`src/acb_defs.svh`:
```
// Purpose: Offsets, field positions, reset values and counts of the aux register bank
// Assumes: Included by bare name from design files
// Notes:   Definitions only
`ifndef ACB_DEFS_SVH
`define ACB_DEFS_SVH
`define ACB_ADDR_FLAGS    8'hA1
`define ACB_ADDR_PTRSEL   8'hA2
`define ACB_ADDR_BUSCLK   8'hA3
`define ACB_ADDR_PINSEL   8'hA4
`define ACB_PAGE_PIN0     4'h0
`define ACB_PAGE_PIN1     4'h1
`define ACB_RST_REG       8'h00
`define ACB_PTRSEL_WMASK  8'h31
`define ACB_BUSCLK_WMASK  8'hCF
`define ACB_BIT_PWM_BREAK_FLAG      4
`define ACB_BIT_M1F       3
`define ACB_BIT_M0F       2
`define ACB_BIT_START     7
`define ACB_BIT_STOP      6
`define ACB_BIT_T1RATE    3
`define ACB_BIT_T0RATE    2
`define ACB_BIT_T1CKO     1
`define ACB_BIT_T0CKO     0
`define ACB_BIT_T0SRC     0
`define ACB_BIT_DPSEL     0
`define ACB_BIT_SER0      3
`define ACB_BIT_C1OE      3
`define ACB_BIT_C1FLT     2
`define ACB_BIT_C0OE      1
`define ACB_BIT_C0FLT     0
`define ACB_PRESCALE_LAST 4'hB
`define ACB_BEEP_W        5
`endif

```
`src/acb_pkg.sv`:
```
// Purpose: Shared types of the aux register bank
// Assumes: Nothing beyond the language
// Notes:   Offsets live in acb_defs.svh
package acb_pkg;
  typedef logic [1:0] acb_sel2_t;
  typedef logic [7:0] acb_byte_t;
  typedef enum logic [2:0] {ACB_NONE, ACB_FLAGS, ACB_PTRSEL, ACB_BUSCLK, ACB_PIN0,
                            ACB_PIN1} acb_reg_t;
endpackage

```
`src/acb_irq_if.sv`:
```
// Purpose: Carrier between the bank and an external interrupt conditioner
// Assumes: One clock domain
// Notes:   Polarity in, conditioned level and edge out
`timescale 1ns/1ns
`default_nettype none
interface acb_irq_if;
  logic pol;
  logic active;
  logic edge_hit;
  modport bank (output pol, input active, input edge_hit);
  modport cond (input pol, output active, output edge_hit);
endinterface
`default_nettype wire

```
`src/acb_irq_cond.sv`:
```
// Purpose: Synchronise an external interrupt pin and apply its polarity
// Assumes: Pin is asynchronous to i_clk
// Notes:   Change accepted once stages two and three agree
`timescale 1ns/1ns
`default_nettype none
module acb_irq_cond (
  input  wire logic  i_clk,
  input  wire logic  i_resetn,
  input  wire logic  i_pin,
  acb_irq_if.cond    irq
);
  logic [2:0] sync_q, sync_d;
  logic       filt_q, filt_d;
  logic       act_q, act_d;
  logic       edge_q, edge_d;

  always_comb begin
    sync_d = {sync_q[1:0], i_pin};
    filt_d = (sync_q[2] == sync_q[1]) ? sync_q[2] : filt_q;
    // Polarity 0 means low level or falling edge
    act_d  = irq.pol ? filt_d : ~filt_d;
    edge_d = (filt_d != filt_q) && (filt_d == irq.pol);
  end

  always_ff @(posedge i_clk) begin
    if (!i_resetn) begin
      sync_q <= 3'h7;
      filt_q <= 1'b1;
      act_q  <= 1'b0;
      edge_q <= 1'b0;
    end else begin
      sync_q <= sync_d;
      filt_q <= filt_d;
      act_q  <= act_d;
      edge_q <= edge_d;
    end
  end

  assign irq.active   = act_q;
  assign irq.edge_hit = edge_q;
endmodule
`default_nettype wire

```
`src/acb_divider.sv`:
```
// Purpose: Beeper divider on the low RC oscillator
// Assumes: Oscillator far slower than i_clk
// Notes:   Oscillator sampled as a pin, three stages
`timescale 1ns/1ns
`default_nettype none
`include "acb_defs.svh"
module acb_divider (
  input  wire logic              i_clk,
  input  wire logic              i_resetn,
  input  wire logic              i_osc,
  input  wire acb_pkg::acb_sel2_t i_sel,
  output logic                   o_beep
);
  import acb_pkg::*;
  logic [2:0]              sync_q, sync_d;
  logic                    lvl_q, lvl_d;
  logic [`ACB_BEEP_W-1:0]  cnt_q, cnt_d;
  logic                    beep_q, beep_d;

  always_comb begin
    sync_d = {sync_q[1:0], i_osc};
    lvl_d  = (sync_q[2] == sync_q[1]) ? sync_q[2] : lvl_q;
    cnt_d  = cnt_q;
    if (lvl_d && !lvl_q) begin
      cnt_d = cnt_q + `ACB_BEEP_W'(1);
    end
    // Counter bit n toggles every 2^n rising oscillator edges
    case (i_sel)
      2'h1:    beep_d = cnt_q[4];
      2'h2:    beep_d = cnt_q[3];
      2'h3:    beep_d = cnt_q[2];
      default: beep_d = 1'b0;
    endcase
  end

  always_ff @(posedge i_clk) begin
    if (!i_resetn) begin
      sync_q <= 3'h0;
      lvl_q  <= 1'b0;
      cnt_q  <= '0;
      beep_q <= 1'b0;
    end else begin
      sync_q <= sync_d;
      lvl_q  <= lvl_d;
      cnt_q  <= cnt_d;
      beep_q <= beep_d;
    end
  end

  assign o_beep = beep_q;
endmodule
`default_nettype wire

```
`src/acb_aux_regs.sv`:
```
// Purpose: Auxiliary special-function register bank with flags, polarity and pin routing
// Assumes: One system clock, synchronous active-low reset, SFR port on the same clock
// Notes:   Routing fields leave this block as codes; port muxes sit elsewhere
`timescale 1ns/1ns
`default_nettype none
`include "acb_defs.svh"
// Summary of operation
// - On internal clock, pin 6.0 field picks GPIO, clock, clock/2 or clock/4.
// - On external clock input, pin 6.0 stays clock input; field ignored.
// - Break flag set by source or software; blocks PWM 0-5; software clears.
// - Second modulator flag set by its switch event; held until software clears.
// - First modulator flag set by its switch event; held until software clears.
// - Interrupt 1 polarity: 0 low or falling, 1 high or rising.
// - Interrupt 0 polarity: 0 low or falling, 1 high or rising.
// - Pointer select bit: 0 first data pointer, 1 second.
// - Start condition sets start flag; firmware clears by writing zero.
// - Stop condition sets stop flag; firmware clears by writing zero.
// - Timer clock-rate bit: 0 counts clock/12, 1 counts raw clock.
// - Extra timer 0 source bit acts like the timer 0 rate bit.
// - Timer clock-out enables drive each timer clock-out pin.
// - Timer 0 pin field routes input and clock-out among four pins.
// - Beeper field: pin 4.4 GPIO or slow oscillator /32, /16, /8.
// - Serial 0 pin pair follows two bits, upper bit from elsewhere.
// - Two-wire pin field maps clock and data to four pin pairs.
// - Timer 2 pin field maps clock-out and trigger to four pin pairs.
// - Timer 1 pin field routes input and clock-out among four pins.
// - Comparator output enables put results on their fixed pins.
// - Address 0xA4 banked: page 0 pin register, page 1 timer/comparator register.
module acb_aux_regs (
  input  wire logic               i_clk,
  input  wire logic               i_resetn,
  input  wire logic [7:0]         i_sfr_addr,
  input  wire logic [3:0]         i_sfr_page,
  input  wire logic               i_sfr_wr,
  input  wire logic               i_sfr_rd,
  input  wire acb_pkg::acb_byte_t i_sfr_wdata,
  output acb_pkg::acb_byte_t      o_sfr_rdata,
  output logic                    o_sfr_hit,
  input  wire logic               i_pwm_break_event,
  input  wire logic               i_mod0_event,
  input  wire logic               i_mod1_event,
  input  wire logic               i_bus_start_event,
  input  wire logic               i_bus_stop_event,
  input  wire logic               i_ext_irq0_pin,
  input  wire logic               i_ext_irq1_pin,
  input  wire logic               i_ext_clock_mode,
  input  wire logic               i_serial0_pin_hi,
  input  wire logic               i_low_osc,
  input  wire logic               i_cmp0_result,
  input  wire logic               i_cmp1_result,
  output logic                    o_ext_irq0_active,
  output logic                    o_ext_irq0_edge,
  output logic                    o_ext_irq1_active,
  output logic                    o_ext_irq1_edge,
  output logic                    o_data_pointer_select,
  output acb_pkg::acb_sel2_t      o_crc_port_select,
  output logic                    o_pwm_block,
  output acb_pkg::acb_sel2_t      o_pin60_function,
  output logic                    o_pin60_clk_div,
  output logic                    o_pin60_fast_drive,
  output logic                    o_timer0_tick,
  output logic                    o_timer1_tick,
  output logic                    o_timer0_clock_out_enable,
  output logic                    o_timer1_clock_out_enable,
  output acb_pkg::acb_sel2_t      o_timer0_pin_select,
  output acb_pkg::acb_sel2_t      o_timer1_pin_select,
  output acb_pkg::acb_sel2_t      o_timer2_pin_select,
  output acb_pkg::acb_sel2_t      o_beeper_control,
  output logic                    o_beeper_out,
  output acb_pkg::acb_sel2_t      o_serial0_pin_select,
  output acb_pkg::acb_sel2_t      o_two_wire_pin_select,
  output logic                    o_cmp0_pin,
  output logic                    o_cmp0_pin_oe,
  output logic                    o_cmp1_pin,
  output logic                    o_cmp1_pin_oe,
  output logic                    o_cmp0_filter_control,
  output logic                    o_cmp1_filter_control
);
  import acb_pkg::*;

  function automatic acb_reg_t reg_decode(input logic [7:0] addr, input logic [3:0] page);
    acb_reg_t r;
    r = ACB_NONE;
    if (addr == `ACB_ADDR_FLAGS) begin
      r = ACB_FLAGS;
    end else if (addr == `ACB_ADDR_PTRSEL) begin
      r = ACB_PTRSEL;
    end else if (addr == `ACB_ADDR_BUSCLK) begin
      r = ACB_BUSCLK;
    end else if (addr == `ACB_ADDR_PINSEL && page == `ACB_PAGE_PIN0) begin
      r = ACB_PIN0;
    end else if (addr == `ACB_ADDR_PINSEL && page == `ACB_PAGE_PIN1) begin
      r = ACB_PIN1;
    end
    return r;
  endfunction

  acb_reg_t  wsel, rsel;
  acb_byte_t flags_q, flags_d;
  acb_byte_t ptrsel_q, ptrsel_d;
  acb_byte_t busclk_q, busclk_d;
  acb_byte_t pin0_q, pin0_d;
  acb_byte_t pin1_q, pin1_d;
  acb_byte_t rdata_q, rdata_d;
  logic      hit_q, hit_d;
  logic [3:0] pre_q, pre_d;
  logic       t0_tick_q, t0_tick_d;
  logic       t1_tick_q, t1_tick_d;
  logic [1:0] mck_cnt_q, mck_cnt_d;
  acb_sel2_t  p60_fn_q, p60_fn_d;
  logic       p60_div_q, p60_div_d;
  acb_sel2_t  ser_sel_q, ser_sel_d;
  logic       c0_pin_q, c0_pin_d;
  logic       c0_oe_q, c0_oe_d;
  logic       c1_pin_q, c1_pin_d;
  logic       c1_oe_q, c1_oe_d;
  logic       pre_wrap;
  logic       t0_fast;

  assign wsel = i_sfr_wr ? reg_decode(i_sfr_addr, i_sfr_page) : ACB_NONE;
  assign rsel = reg_decode(i_sfr_addr, i_sfr_page);

  // Register writes; hardware set beats a same-cycle software clear
  always_comb begin
    flags_d  = flags_q;
    ptrsel_d = ptrsel_q;
    busclk_d = busclk_q;
    pin0_d   = pin0_q;
    pin1_d   = pin1_q;
    if (wsel == ACB_FLAGS) begin
      flags_d = i_sfr_wdata;
    end
    if (wsel == ACB_PTRSEL) begin
      // Reserved bits are dropped even if software breaks the zero convention
      ptrsel_d = i_sfr_wdata & `ACB_PTRSEL_WMASK;
    end
    if (wsel == ACB_BUSCLK) begin
      busclk_d = i_sfr_wdata & `ACB_BUSCLK_WMASK;
    end
    if (wsel == ACB_PIN0) begin
      pin0_d = i_sfr_wdata;
    end
    if (wsel == ACB_PIN1) begin
      pin1_d = i_sfr_wdata;
    end
    flags_d[`ACB_BIT_PWM_BREAK_FLAG]  = flags_d[`ACB_BIT_PWM_BREAK_FLAG] | i_pwm_break_event;
    flags_d[`ACB_BIT_M1F]   = flags_d[`ACB_BIT_M1F] | i_mod1_event;
    flags_d[`ACB_BIT_M0F]   = flags_d[`ACB_BIT_M0F] | i_mod0_event;
    busclk_d[`ACB_BIT_START] = busclk_d[`ACB_BIT_START] | i_bus_start_event;
    busclk_d[`ACB_BIT_STOP]  = busclk_d[`ACB_BIT_STOP] | i_bus_stop_event;
  end

  // Registered read data; unmapped addresses read zero
  always_comb begin
    rdata_d = rdata_q;
    hit_d   = 1'b0;
    if (i_sfr_rd) begin
      hit_d = (rsel != ACB_NONE);
      if (rsel == ACB_FLAGS) begin
        rdata_d = flags_q;
      end else if (rsel == ACB_PTRSEL) begin
        rdata_d = ptrsel_q;
      end else if (rsel == ACB_BUSCLK) begin
        rdata_d = busclk_q;
      end else if (rsel == ACB_PIN0) begin
        rdata_d = pin0_q;
      end else if (rsel == ACB_PIN1) begin
        rdata_d = pin1_q;
      end else begin
        rdata_d = `ACB_RST_REG;
      end
    end
  end

  always_ff @(posedge i_clk) begin
    if (!i_resetn) begin
      flags_q  <= `ACB_RST_REG;
      ptrsel_q <= `ACB_RST_REG;
      busclk_q <= `ACB_RST_REG;
      pin0_q   <= `ACB_RST_REG;
      pin1_q   <= `ACB_RST_REG;
      rdata_q  <= `ACB_RST_REG;
      hit_q    <= 1'b0;
    end else begin
      flags_q  <= flags_d;
      ptrsel_q <= ptrsel_d;
      busclk_q <= busclk_d;
      pin0_q   <= pin0_d;
      pin1_q   <= pin1_d;
      rdata_q  <= rdata_d;
      hit_q    <= hit_d;
    end
  end

  // Timer ticks, pin 6.0 clock, pin routing and comparator outputs
  assign pre_wrap = (pre_q == `ACB_PRESCALE_LAST);
  assign t0_fast  = busclk_q[`ACB_BIT_T0RATE] | pin0_q[`ACB_BIT_T0SRC];

  always_comb begin
    pre_d     = pre_wrap ? 4'h0 : pre_q + 4'h1;
    t1_tick_d = busclk_q[`ACB_BIT_T1RATE] ? 1'b1 : pre_wrap;
    t0_tick_d = t0_fast ? 1'b1 : pre_wrap;
    mck_cnt_d = mck_cnt_q + 2'h1;
    // External clock owns the pin regardless of the field
    p60_fn_d  = i_ext_clock_mode ? 2'h0 : flags_q[7:6];
    case (p60_fn_d)
      2'h2:    p60_div_d = mck_cnt_q[0];
      2'h3:    p60_div_d = mck_cnt_q[1];
      default: p60_div_d = 1'b0;
    endcase
    ser_sel_d = {i_serial0_pin_hi, pin0_q[`ACB_BIT_SER0]};
    c0_oe_d   = pin1_q[`ACB_BIT_C0OE];
    c0_pin_d  = pin1_q[`ACB_BIT_C0OE] & i_cmp0_result;
    c1_oe_d   = pin1_q[`ACB_BIT_C1OE];
    c1_pin_d  = pin1_q[`ACB_BIT_C1OE] & i_cmp1_result;
  end

  always_ff @(posedge i_clk) begin
    if (!i_resetn) begin
      pre_q     <= 4'h0;
      t0_tick_q <= 1'b0;
      t1_tick_q <= 1'b0;
      mck_cnt_q <= 2'h0;
      p60_fn_q  <= 2'h0;
      p60_div_q <= 1'b0;
      ser_sel_q <= 2'h0;
      c0_pin_q  <= 1'b0;
      c0_oe_q   <= 1'b0;
      c1_pin_q  <= 1'b0;
      c1_oe_q   <= 1'b0;
    end else begin
      pre_q     <= pre_d;
      t0_tick_q <= t0_tick_d;
      t1_tick_q <= t1_tick_d;
      mck_cnt_q <= mck_cnt_d;
      p60_fn_q  <= p60_fn_d;
      p60_div_q <= p60_div_d;
      ser_sel_q <= ser_sel_d;
      c0_pin_q  <= c0_pin_d;
      c0_oe_q   <= c0_oe_d;
      c1_pin_q  <= c1_pin_d;
      c1_oe_q   <= c1_oe_d;
    end
  end

  // Interrupt pin conditioning, one per external interrupt
  acb_irq_if irq [2] ();
  logic [1:0] irq_pin;
  logic [1:0] irq_act;
  logic [1:0] irq_edge;
  assign irq_pin = {i_ext_irq1_pin, i_ext_irq0_pin};

  for (genvar g = 0; g < 2; g++) begin : g_irq
    assign irq[g].pol = flags_q[g];
    assign irq_act[g]  = irq[g].active;
    assign irq_edge[g] = irq[g].edge_hit;
    acb_irq_cond u_cond (
      .i_clk    (i_clk),
      .i_resetn (i_resetn),
      .i_pin    (irq_pin[g]),
      .irq      (irq[g])
    );
  end

  acb_divider u_beep (
    .i_clk    (i_clk),
    .i_resetn (i_resetn),
    .i_osc    (i_low_osc),
    .i_sel    (pin0_q[5:4]),
    .o_beep   (o_beeper_out)
  );

  assign o_sfr_rdata               = rdata_q;
  assign o_sfr_hit                 = hit_q;
  assign o_ext_irq0_active         = irq_act[0];
  assign o_ext_irq0_edge           = irq_edge[0];
  assign o_ext_irq1_active         = irq_act[1];
  assign o_ext_irq1_edge           = irq_edge[1];
  assign o_data_pointer_select     = ptrsel_q[`ACB_BIT_DPSEL];
  assign o_crc_port_select         = ptrsel_q[5:4];
  assign o_pwm_block               = flags_q[`ACB_BIT_PWM_BREAK_FLAG];
  assign o_pin60_function          = p60_fn_q;
  assign o_pin60_clk_div           = p60_div_q;
  assign o_pin60_fast_drive        = flags_q[5];
  assign o_timer0_tick             = t0_tick_q;
  assign o_timer1_tick             = t1_tick_q;
  assign o_timer0_clock_out_enable = busclk_q[`ACB_BIT_T0CKO];
  assign o_timer1_clock_out_enable = busclk_q[`ACB_BIT_T1CKO];
  assign o_timer0_pin_select       = pin0_q[7:6];
  assign o_timer1_pin_select       = pin1_q[5:4];
  assign o_timer2_pin_select       = pin1_q[7:6];
  assign o_beeper_control          = pin0_q[5:4];
  assign o_serial0_pin_select      = ser_sel_q;
  assign o_two_wire_pin_select     = pin0_q[2:1];
  assign o_cmp0_pin                = c0_pin_q;
  assign o_cmp0_pin_oe             = c0_oe_q;
  assign o_cmp1_pin                = c1_pin_q;
  assign o_cmp1_pin_oe             = c1_oe_q;
  assign o_cmp0_filter_control     = pin1_q[`ACB_BIT_C0FLT];
  assign o_cmp1_filter_control     = pin1_q[`ACB_BIT_C1FLT];
endmodule
`default_nettype wire

```
`config.mk`:
```
export PLATFORM = sky130hd
export DESIGN_NAME = acb_aux_regs
export DESIGN_NICKNAME = d
export VERILOG_FILES = /design/src/acb_pkg.sv /design/src/acb_irq_if.sv /design/src/acb_irq_cond.sv /design/src/acb_divider.sv /design/src/acb_aux_regs.sv
export VERILOG_INCLUDE_DIRS = /design/src
export SDC_FILE = /design/constraint.sdc
export NUM_CORES = 1
export LEC_CHECK = 0
export BUFFER_PORTS_ARGS = -buffer_cell sky130_fd_sc_hd__buf_2
export CAP_MARGIN = 20
export CORE_MARGIN = 2
export CORE_UTILIZATION = 40
export CTS_BUF_LIST = sky130_fd_sc_hd__clkbuf_16
export CTS_CLUSTER_SIZE = 14
export DETAILED_ROUTE_END_ITERATION = 10
export SLEW_MARGIN = 20
export SYNTH_ARGS = -nofsm -noshare
export SYNTH_HDL_FRONTEND = slang
export SYNTH_SLANG_ARGS = --single-unit
```
`constraint.sdc`:
```
create_clock -name i_clk -period 1.5 [get_ports i_clk]
set_clock_uncertainty 0.1 [all_clocks]
set_input_delay 0.225 -clock i_clk [delete_from_list [all_inputs] [get_ports i_clk]]
set_output_delay 0.225 -clock i_clk [all_outputs]
set_load 0.02 [all_outputs]
```
==> results of run 1 <==
==> cells by family (layout without fill, tap and decap cells) <==
family	after synthesis	in the layout	synth area share, %
compound gates	51	51	11.0
xor+xnor	8	8	2.09
fa+ha+maj	4	4	1.35
buf+inv	31	136	4.82
flops	81	81	48.4
mux	26	26	7.89
simple gates	132	132	24.4
==> placed cells by master, fill, tap and decap left out, types with 6 or more instances in the layout <==
cell type,synthesis,final
buf_2,6,79
buf_4,10,35
clkbuf_16,0,9
nor2b_1,28,28
o31ai_1,7,7
xnor2_1,6,6
o21ai_1,7,7
nand2_1,18,18
mux2i_1,23,23
dfxtp_1,81,81
nand3_1,10,10
nor2_1,15,15
nand2b_1,12,12
a22oi_1,10,10
and2_1,18,18
==> path summary, 6_finish.rpt <==
kind                             startpoint                   endpoint  cells past startpoint
setup / recovery           u_beep.sync_q[1]            u_beep.cnt_q[4]                      4
hold / removal                i_cmp1_result                 o_cmp1_pin                      2
setup reg to reg           u_beep.sync_q[1]            u_beep.cnt_q[4]                      4
hold reg to reg   g_irq[0].u_cond.sync_q[0]  g_irq[0].u_cond.sync_q[1]                      1
==> final cells by class <==
type / count / area, µm² / area share (%)
multi-input combinational: 221 / 1560 / 35.7
clock buffer: 9 / 225 / 5.14
timing repair buffer: 118 / 698 / 15.9
clock inverter: 6 / 133 / 3.03
tap: 105 / 131 / 3.00
inverter: 3 / 11.3 / 0.257
sequential: 81 / 1620 / 37.0
==> synthesized netlist by cell type, types with 2 or more instances <==
master,number
nor2b_1,28
maj3_1,2
o31ai_1,7
nand3_1,10
xor2_1,2
xnor2_1,6
a22oi_1,10
nand2_1,18
and2_1,18
o311a_1,3
or4b_1,2
buf_4,10
mux2i_1,23
o21ai_1,7
nand4b_1,2
nand3b_1,2
nor3_1,2
clkbuf_1,12
a21o_1,2
and3b_1,2
inv_1,3
mux2_1,3
a32oi_1,4
nand4_1,5
nor2_1,15
a21boi_0,3
nand4_2,2
o21a_1,5
dfxtp_1,81
and3_1,5
a21oi_1,5
buf_2,6
ha_1,2
nand2b_1,12
==> power breakdown <==
part           switching (mW)  leakage, nW  internal (mW)
registers              0.0196        0.657           2.19
clock network           0.827        0.177           1.78
logic                   0.137         1.24          0.133
total                   0.984         2.08           4.10
==> metrics by stage <==
| step | setup WS [ps] | power (mW) | setup TNS, ps | std cells | area [µm²] |
|---|---|---|---|---|---|
| floorplan | -4.84 | 2.39 | -9.68 | 333 | 3350 |
| global placement | -108 | 2.51 | -2290 | 524 | 3990 |
| detailed placement | -122 | 2.52 | -2330 | 524 | 3990 |
| CTS | 172 | 5.15 | 0 | 543 | 4380 |
| global route | 95.1 | 5.26 | 0 | 543 | 4380 |
| finish | 191 | 5.08 | 0 | 543 | 4380 |
==> routing by layer <==
metal | track usage, % | vias up
met2 | 28.9 | 66
met1 | 23.3 | 1247
met5 | 0 | -
met4 | 6.67 | 0
li1 | - | 1365
met3 | 4.35 | 11
==> flip-flops by register name (all words and copies together), names as in the netlist, 3 cells and up <==
register	count
pin1_q	8
pre_q	4
ptrsel_q	3
flags_q	8
u_beep.sync_q	3
g_irq.u_cond.sync_q	6
o_sfr_rdata	8
u_beep.cnt_q	5
busclk_q	6
pin0_q	8
==> worst max-delay path, stage by stage (launching register included) <==
cell	delay [ps]
dfxtp_1	350
and3b_1	290
nand4_1	150
xnor2_1	160
and2_1	150
==> out/metrics.cfg, run 1 <==
[run_status]
status=completed

[clock_network]
clock-sinks=81
cts_tree=built
cts_resized=0
cts_max_level=3
post_cts_buffers=0
cts_made_buffers=9
ctsRootBufferMaster=clkbuf_16
cts_hold_buf=4
clock_latency_ps=330
path_clk_slew_ps=60
clk_path_buf_depth=2

[route]
drc=0
wl_met2_mm=3.47
top_layer=met4
final_antenna_net_count=0
wl_met1_mm=3.60
vias=2689
routed_wl_mm=7.66
drt_iter0_drc=95
wl_per_cell_um=14.1
wl_met3_um=481
vias_per_cell=4.95
drtPass1Iterations=4

[grt]
grt_start_max_net_pins=55
antenna_found_initial=0
grt_pass1_wl_mm=12.5
overflow=0
grt_use_total_pct=17.9
grt_pass1_vias=2605

[run]
max_cap_viol_count=0

[synth]
netlist_instances=333
netlist_top_cells_area=dfxtp_1 48%, mux2i_1 6.9%, nor2b_1 5.2%
synth_area_leader_cell=dfxtp_1
synth.distinct_cells=48
synth_seq_cells=81
syn_nets=371
ys.flop_type=dfxtp_1
synth-seq-area-share_pct=48.4
synth_top_area_share_pct=48.4
synth_area_um2=3350
async_flop_share_pct=0
syn_area_per_cell_um2=10.1
synth_edf_count=0
ys_warn_count=0

[sta]
fmax_ghz=0.764
rsz0062_at_grt=false
period_share_pct=87.3
finalHoldViolCount=0
setup_viol=0
slew_viol_final=0
timing.hold.ws_ps=24.8
tightestPinTransition_ps=663
min_period_ps=1310
relSlewSlack_pct=55.7

[floorplanning]
io_pins=80
rows=33
dieArea_um2=9120
core_um2=8180
die_h_um=95.5
die_w_um=95.5
start_util_pct=40.9

[worst_setup_path]
start_kind=flip-flop
critical_path_class=reg2reg
path_max_fanout=5
critPathArrivalTime_ps=1430
critPathCaptureType=flip-flop
worst-r2r-setup-slack_ps=190
cp.required_ps=1620

[cells_and_area]
syn_to_final_growth_pct=31.0
nets=472
drive_gt1_share_pct=30.4
n_fill_cell=783
fin_util_pct=53.6
insertedDiodeCount=0

[power]
leakage_nw=2.08
ir_drop_mv=0.579
powerDensity_nw_per_um2=1160

[place]
dp_hpwl_mm=5.69
port_buffers=79
gp_congestion=0.859

[min_path]
min_path_type=in2reg

No activity file was read; power rests on OpenSTA's default activity.
==> run 2, diff against run 1 <==
ABC_AREA = 1   (was not set)
clock period = 1.69 ns   (was 1.5 ns; I/O delays follow)
==> out/metrics.cfg, run 2 <==
[grt]
grt_start_max_net_pins=43  ; -22%
overflow=0  ; unchanged
grt_pass1_wl_mm=13.2  ; +5.7%
grt_pass1_vias=2721  ; +4.5%
antenna_found_initial=0  ; unchanged
grt_use_total_pct=18.8  ; +0.88 points

[floorplanning]
die_w_um=95.9  ; +0.46%
io_pins=80  ; unchanged
core_um2=8220  ; +0.51%
rows=33  ; unchanged
die_h_um=95.9  ; +0.46%
dieArea_um2=9200  ; +0.92%
start_util_pct=41.1  ; +0.19 points

[clock_network]
cts_made_buffers=9  ; unchanged
clock_latency_ps=330  ; about the same
cts_resized=0  ; unchanged
clk_path_buf_depth=2  ; unchanged
clock-sinks=81  ; unchanged
cts_max_level=3  ; unchanged
ctsRootBufferMaster=clkbuf_16
path_clk_slew_ps=60  ; about the same
cts_tree=built

[synth]
netlist_instances=445  ; +34%
synth.distinct_cells=30  ; -38%
netlist_top_cells_area=dfxtp_1 48%, nand2_1 8.7%, inv_1 6.9%
synth_area_um2=3380  ; +0.97%
synth_top_area_share_pct=48.0  ; -0.47 points
syn_nets=483  ; +30%
synth_most_common_cell=dfxtp_1
syn_area_per_cell_um2=7.59  ; -24%
synth_edf_count=0  ; unchanged
synthTopCellsByCount=81 x dfxtp_1, 78 x nand2_1, 62 x inv_1
synth_area_leader_cell=dfxtp_1
synth_seq_cells=81  ; unchanged
ys.flop_type=dfxtp_1
ys_warn_count=0  ; unchanged
async_flop_share_pct=0  ; unchanged
synth-seq-area-share_pct=48.0  ; -0.47 points

[power]
leakage_nw=2.04  ; -2.1%
netSwitchingFraction_pct=21.6  ; +2.2 points
power_frac_clock_pct=48.7  ; -2.6 points
ir_drop_mv=0.592  ; +2.3%
powerDensity_nw_per_um2=1010  ; -13%
p_comb_share_pct=5.0  ; -0.3 points
p_switching_mw=0.913  ; -7.2%
internal-power_mw=3.31  ; -19%
pwr-share-seq_pct=46.3  ; +2.9 points

[place]
gp_congestion=0.863  ; +0.49%
dpl_cell_area_um2=3840  ; -3.6%
pre_cts_ws_ps=50.8  ; +172 ps
port_buffers=79  ; unchanged
dp_hpwl_mm=5.98  ; +5.1%

[cells_and_area]
mostFrequentLayoutCells=81 x dfxtp_1, 79 x buf_2, 78 x nand2_1
final_area_um2=4200  ; -4.2%
syn_to_final_growth_pct=24.3
nets=564  ; +19%
drive_gt1_share_pct=25.8  ; -4.6 points
insertedDiodeCount=0  ; unchanged
final_common_cell=dfxtp_1

[route]
wl_per_cell_um=12.6  ; -10%
drt_iter0_drc=193  ; +100%
drtPass1Iterations=4  ; unchanged
vias=2991  ; +11%
final_antenna_net_count=0  ; unchanged
routed_wl_mm=8.04  ; +5.1%
vias_per_cell=4.70  ; -5.0%
drc=0  ; unchanged

[sta]
fmax_ghz=0.767
period_share_pct=77.1
finalHoldViolCount=0  ; unchanged
finalWorstSetupSlack_ps=387  ; +196 ps
min_period_ps=1300
setup_tns_ps=0  ; unchanged
slew_viol_final=0  ; unchanged
setup_viol=0  ; unchanged
relSlewSlack_pct=70.9  ; +15 points
tightestPinTransition_ps=432  ; -231 ps
rsz0062_at_grt=false

[worst_setup_path]
cp.required_ps=1830  ; +210 ps
critical_path_class=in2reg
critPathMaxStageDelay_ps=250  ; -100 ps
cp_top_family=simple AND/OR/NAND/NOR gates
crit_path_start=i_sfr_addr[2]
cpMostUsedCell=inv_2
critPathArrivalTime_ps=1440  ; about the same
path_buf_inv=4  ; +4
critPathCaptureType=flip-flop
reg2reg_from=u_beep.cnt_q[0]
path_max_fanout=9  ; +4
crit_path_top_delay_cell=buf_4
start_kind=primary input
crit_chain=buf_2 -> inv_2 -> nand2_4 -> inv_2 -> nand3_2 -> nor2_4 -> nand2_1 -> buf_4 -> a211oi_1

[run_status]
status=completed

[min_path]
min_path_type=in2reg
hp-start=i_ext_clock_mode

[run]
max_cap_viol_count=0  ; unchanged

==> run 2: cell count changes in the layout (fill, tap and decap cells not counted), sizes merged, moves of 10 or more <==
cell    before  now
nand2       18   86
buf        114   91
mux2i       23    0
nor2b       28    0
a21oi        5   32
a22oi       10    0
and2        19    0
nand2b      12    0
nand3       10   32
inv          4   71
nor2        15   53
o21ai        8   31
==> run 2: kinds of logic (layout without fill, tap and decap cells) <==
family | Yosys count | in the layout | share of synthesized area (%)
adder cells (fa/ha/maj) | 2 | 2 | 0.740
AO/OA/AOI/OAI | 72 | 72 | 11.2
flip-flops | 81 | 81 | 48.0
buffers and inverters | 95 | 181 | 12.3
AND/OR/NAND/NOR | 189 | 189 | 26.2
XOR/XNOR | 6 | 6 | 1.56
==> run 2: worst reg2reg max path, delay by kind of cell (launching register included) <==
kind            cells  cell delay [ps]
simple gates        2              310
compound gates      2              210
fa+ha+maj           1              160
buf+inv             1               50
flops               1              370
==> run 2: final cells by class <==
class	instances	area, µm²
clock inverter	7	92.6
multi-input combinational	269	1340
tap	105	131
fill	819	4020
timing repair buffer	95	526
clock buffer	9	225
inverter	70	263
sequential	81	1620
==> run 2: repair_timing <==
item / 4_1_cts / 5_1_grt
setup buffers: 0 / 0
setup endpoints to repair: 0 / 0
endpoints found under the hold margin: 4 / 0
hold buffers: 4 / 0
==> run 2: path summary, 6_finish.rpt <==
check	endpoint	slack (ps)	depth (start not counted)
min reg2reg	g_irq[0].u_cond.sync_q[1]	310	1
max	flags_q[1]	390	9
min	o_pin60_function[0]	20	2
max reg2reg	u_beep.cnt_q[4]	390	6
==> run 2: power groups by stage <==
stage	sequential [mW]	combinational, mW	clock (mW)
2_1_floorplan	2.00	0.111	0
3_3_place_gp	2.00	0.201	0
3_5_place_dp	2.00	0.204	0
4_1_cts	1.96	0.212	2.11
5_1_grt	1.96	0.238	2.20
6_report	1.96	0.211	2.06
==> run 2: metrics by stage <==
stage	std cells	util [%]	total power, mW	hold WS [ps]
after floorplan	445	-	2.11	233
after global placement	616	46.8	2.20	295
after detailed placement	616	46.8	2.20	300
after CTS	636	51.1	4.27	9.72
after global routing	636	51.1	4.40	31.7
final	636	51.1	4.23	23.8
==> run 2: per-layer routing <==
layer  share of wire (%)  global-route usage [%]  wire length, µm  up-vias
li1                    -                       -                -     1549
met1                  49                    25.2             3930     1354
met2                  45                    30.2             3620       80
met3                 5.0                    4.15              405        8
met4                 1.1                    5.71               89        0
met5                   0                       0                0        -
==> run 3, diff against run 2 <==
clock period = 1.08 ns   (was 1.69 ns; I/O delays follow)
==> out/metrics.cfg, run 3 (synthesis gave the netlist of run 2 again) <==
[sta]
min_period_ps=1170
relSlewSlack_pct=75.0  ; +4.1 points
tightestPinTransition_ps=375  ; -57.0 ps
setup_viol=27  ; +27
timing.hold.ws_ps=27.1  ; +3.37 ps
setup_tns_ps=-1060  ; -1060 ps
rsz0062_at_grt=true
fmax_ghz=0.852
finalWorstSetupSlack_ps=-93.9  ; -481 ps
slew_viol_final=0  ; unchanged
finalHoldViolCount=0  ; unchanged
period_share_pct=109

[cells_and_area]
insertedDiodeCount=0  ; unchanged
nets=615  ; +9.0%
fin_cells=687  ; +8.0%
final_common_cell=nand2_1
fin_util_pct=66.3  ; +15 points
final_area_um2=5450  ; +30%
drive_gt1_share_pct=51.2  ; +25 points
mostFrequentLayoutCells=62 x nand2_1, 55 x inv_1, 55 x buf_4
n_fill_cell=674  ; -18%
syn_to_final_growth_pct=61.1

[worst_setup_path]
cpMostUsedCell=nor2_4
rr_endpoint=u_beep.cnt_q[4]
r2r_cells=6  ; unchanged
crit_path_start=i_sfr_addr[6]
cp.required_ps=1260  ; -570 ps
crit_chain=buf_6 -> nor2_4 -> nand2_4 -> nor2_4 -> nand3_4 -> nor2_4 -> nand2_4 -> nand2_2 -> nand2_2 -> nor2_2
crit_path_top_delay_cell=nor2_4
path_max_fanout=8  ; -1
reg2reg_from=u_beep.lvl_q
start_kind=primary input
critPathMaxStageDelay_ps=220  ; -30 ps
critPathArrivalTime_ps=1350  ; -90 ps
worst-r2r-setup-slack_ps=-60  ; -450 ps
critPathCaptureType=flip-flop
worstSetupEndpoint=pin0_q[6]
critical_path_class=in2reg

[route]
vias=3254  ; +8.8%
drc=0  ; unchanged
wl_per_cell_um=13.5  ; +6.8%
final_antenna_net_count=0  ; unchanged
drt_iter0_drc=149  ; -23%
drtPass1Iterations=4  ; unchanged
routed_wl_mm=9.28  ; +15%
vias_per_cell=4.74  ; +0.72%

[power]
powerDensity_nw_per_um2=1240  ; +23%
ir_drop_mv=0.776  ; +31%
leakage_nw=2.49  ; +22%
fin_total_pwr_mw=6.76  ; +60%

[min_path]
min_path_type=in2reg

[clock_network]
clock-sinks=81  ; unchanged
cts_made_buffers=9  ; unchanged
cts_max_level=3  ; unchanged
path_clk_slew_ps=60  ; about the same
clk_path_buf_depth=2  ; unchanged
cts_tree=built
clock_latency_ps=340  ; about the same
ctsRootBufferMaster=clkbuf_16

[run_status]
violations=negative setup slack
status=complete, but fails checks

[floorplanning]
die_h_um=95.9  ; unchanged
io_pins=80  ; unchanged
rows=33  ; unchanged
die_w_um=95.9  ; unchanged
start_util_pct=41.1  ; unchanged
core_um2=8220  ; unchanged
dieArea_um2=9200  ; unchanged

[place]
dp_hpwl_mm=6.14  ; +2.7%
gp_congestion=0.871  ; +1.0%
dp_cells=640  ; +3.9%
pre_cts_ws_ps=-586  ; -637 ps
dpl_cell_area_um2=4090  ; +6.4%
port_buffers=79  ; unchanged

[grt]
antenna_found_initial=0  ; unchanged
grt_start_max_net_pins=35  ; -19%
grt_pass1_vias=2875  ; +5.7%
grt_use_total_pct=20.2  ; +1.4 points
grt_pass1_wl_mm=13.9  ; +5.5%
overflow=0  ; unchanged

[run]
max_cap_viol_count=0  ; unchanged

run 3: cell count changes in the layout (fill, tap and decap cells not counted), sizes merged:
cell         before  now
dlygate4sd3       4   10
buf              91  135
nand2            86   87
run 3: where the power goes:
| group | switching (mW) | internal, mW |
|---|---|---|
| combinational | 0.278 | 0.236 |
| clock | 1.19 | 2.00 |
| sequential | 0.0324 | 3.02 |
| total | 1.50 | 5.26 |
run 3: cell type report:
class / count / area (µm²) / area share, %
multi-input combinational: 270 / 1780 / 32.8
sequential: 81 / 1690 / 31.0
timing repair buffer: 145 / 1230 / 22.6
inverter: 70 / 303 / 5.56
clock buffer: 9 / 225 / 4.14
tap: 105 / 131 / 2.41
clock inverter: 7 / 86.3 / 1.59
run 3: worst min-delay path by stage:
stage | startpoint | cells past startpoint | slack (ps) | to
floorplan | i_ext_clock_mode | 1 | 140 | o_pin60_function[0]
global placement | i_serial0_pin_hi | 3 | 240 | o_serial0_pin_select[1]
detailed placement | i_ext_irq1_pin | 2 | 250 | g_irq[1].u_cond.sync_q[0]
CTS | i_sfr_wdata[2] | 3 | 20 | pin0_q[2]
global route | i_sfr_wdata[2] | 3 | 30 | pin0_q[2]
finish | i_sfr_wdata[6] | 3 | 30 | pin0_q[6]
run 3: layer usage:
layer | wire length, µm | track usage, % | vias to the layer above
met5 | 0 | 0 | -
met4 | 140 | 5.48 | 0
met3 | 521 | 6.11 | 13
met2 | 4450 | 32.2 | 79
met1 | 4160 | 26.6 | 1507
li1 | - | - | 1655
run 3: timing repair:
item | 4_1_cts | 5_1_grt
endpoints found under the hold margin | 11 | 1
buffers inserted | 12 | 9
cloned | 1 | 0
pin swaps | 26 | 44
gates resized for setup | 123 | 126
hold buffers | 10 | 1
endpoints found under the setup margin | 73 | 86
run 3: critical path, delay by kind of cell:
family / cells / cell delay, ps
AND/OR/NAND/NOR: 9 / 1090
buffers and inverters: 1 / 100
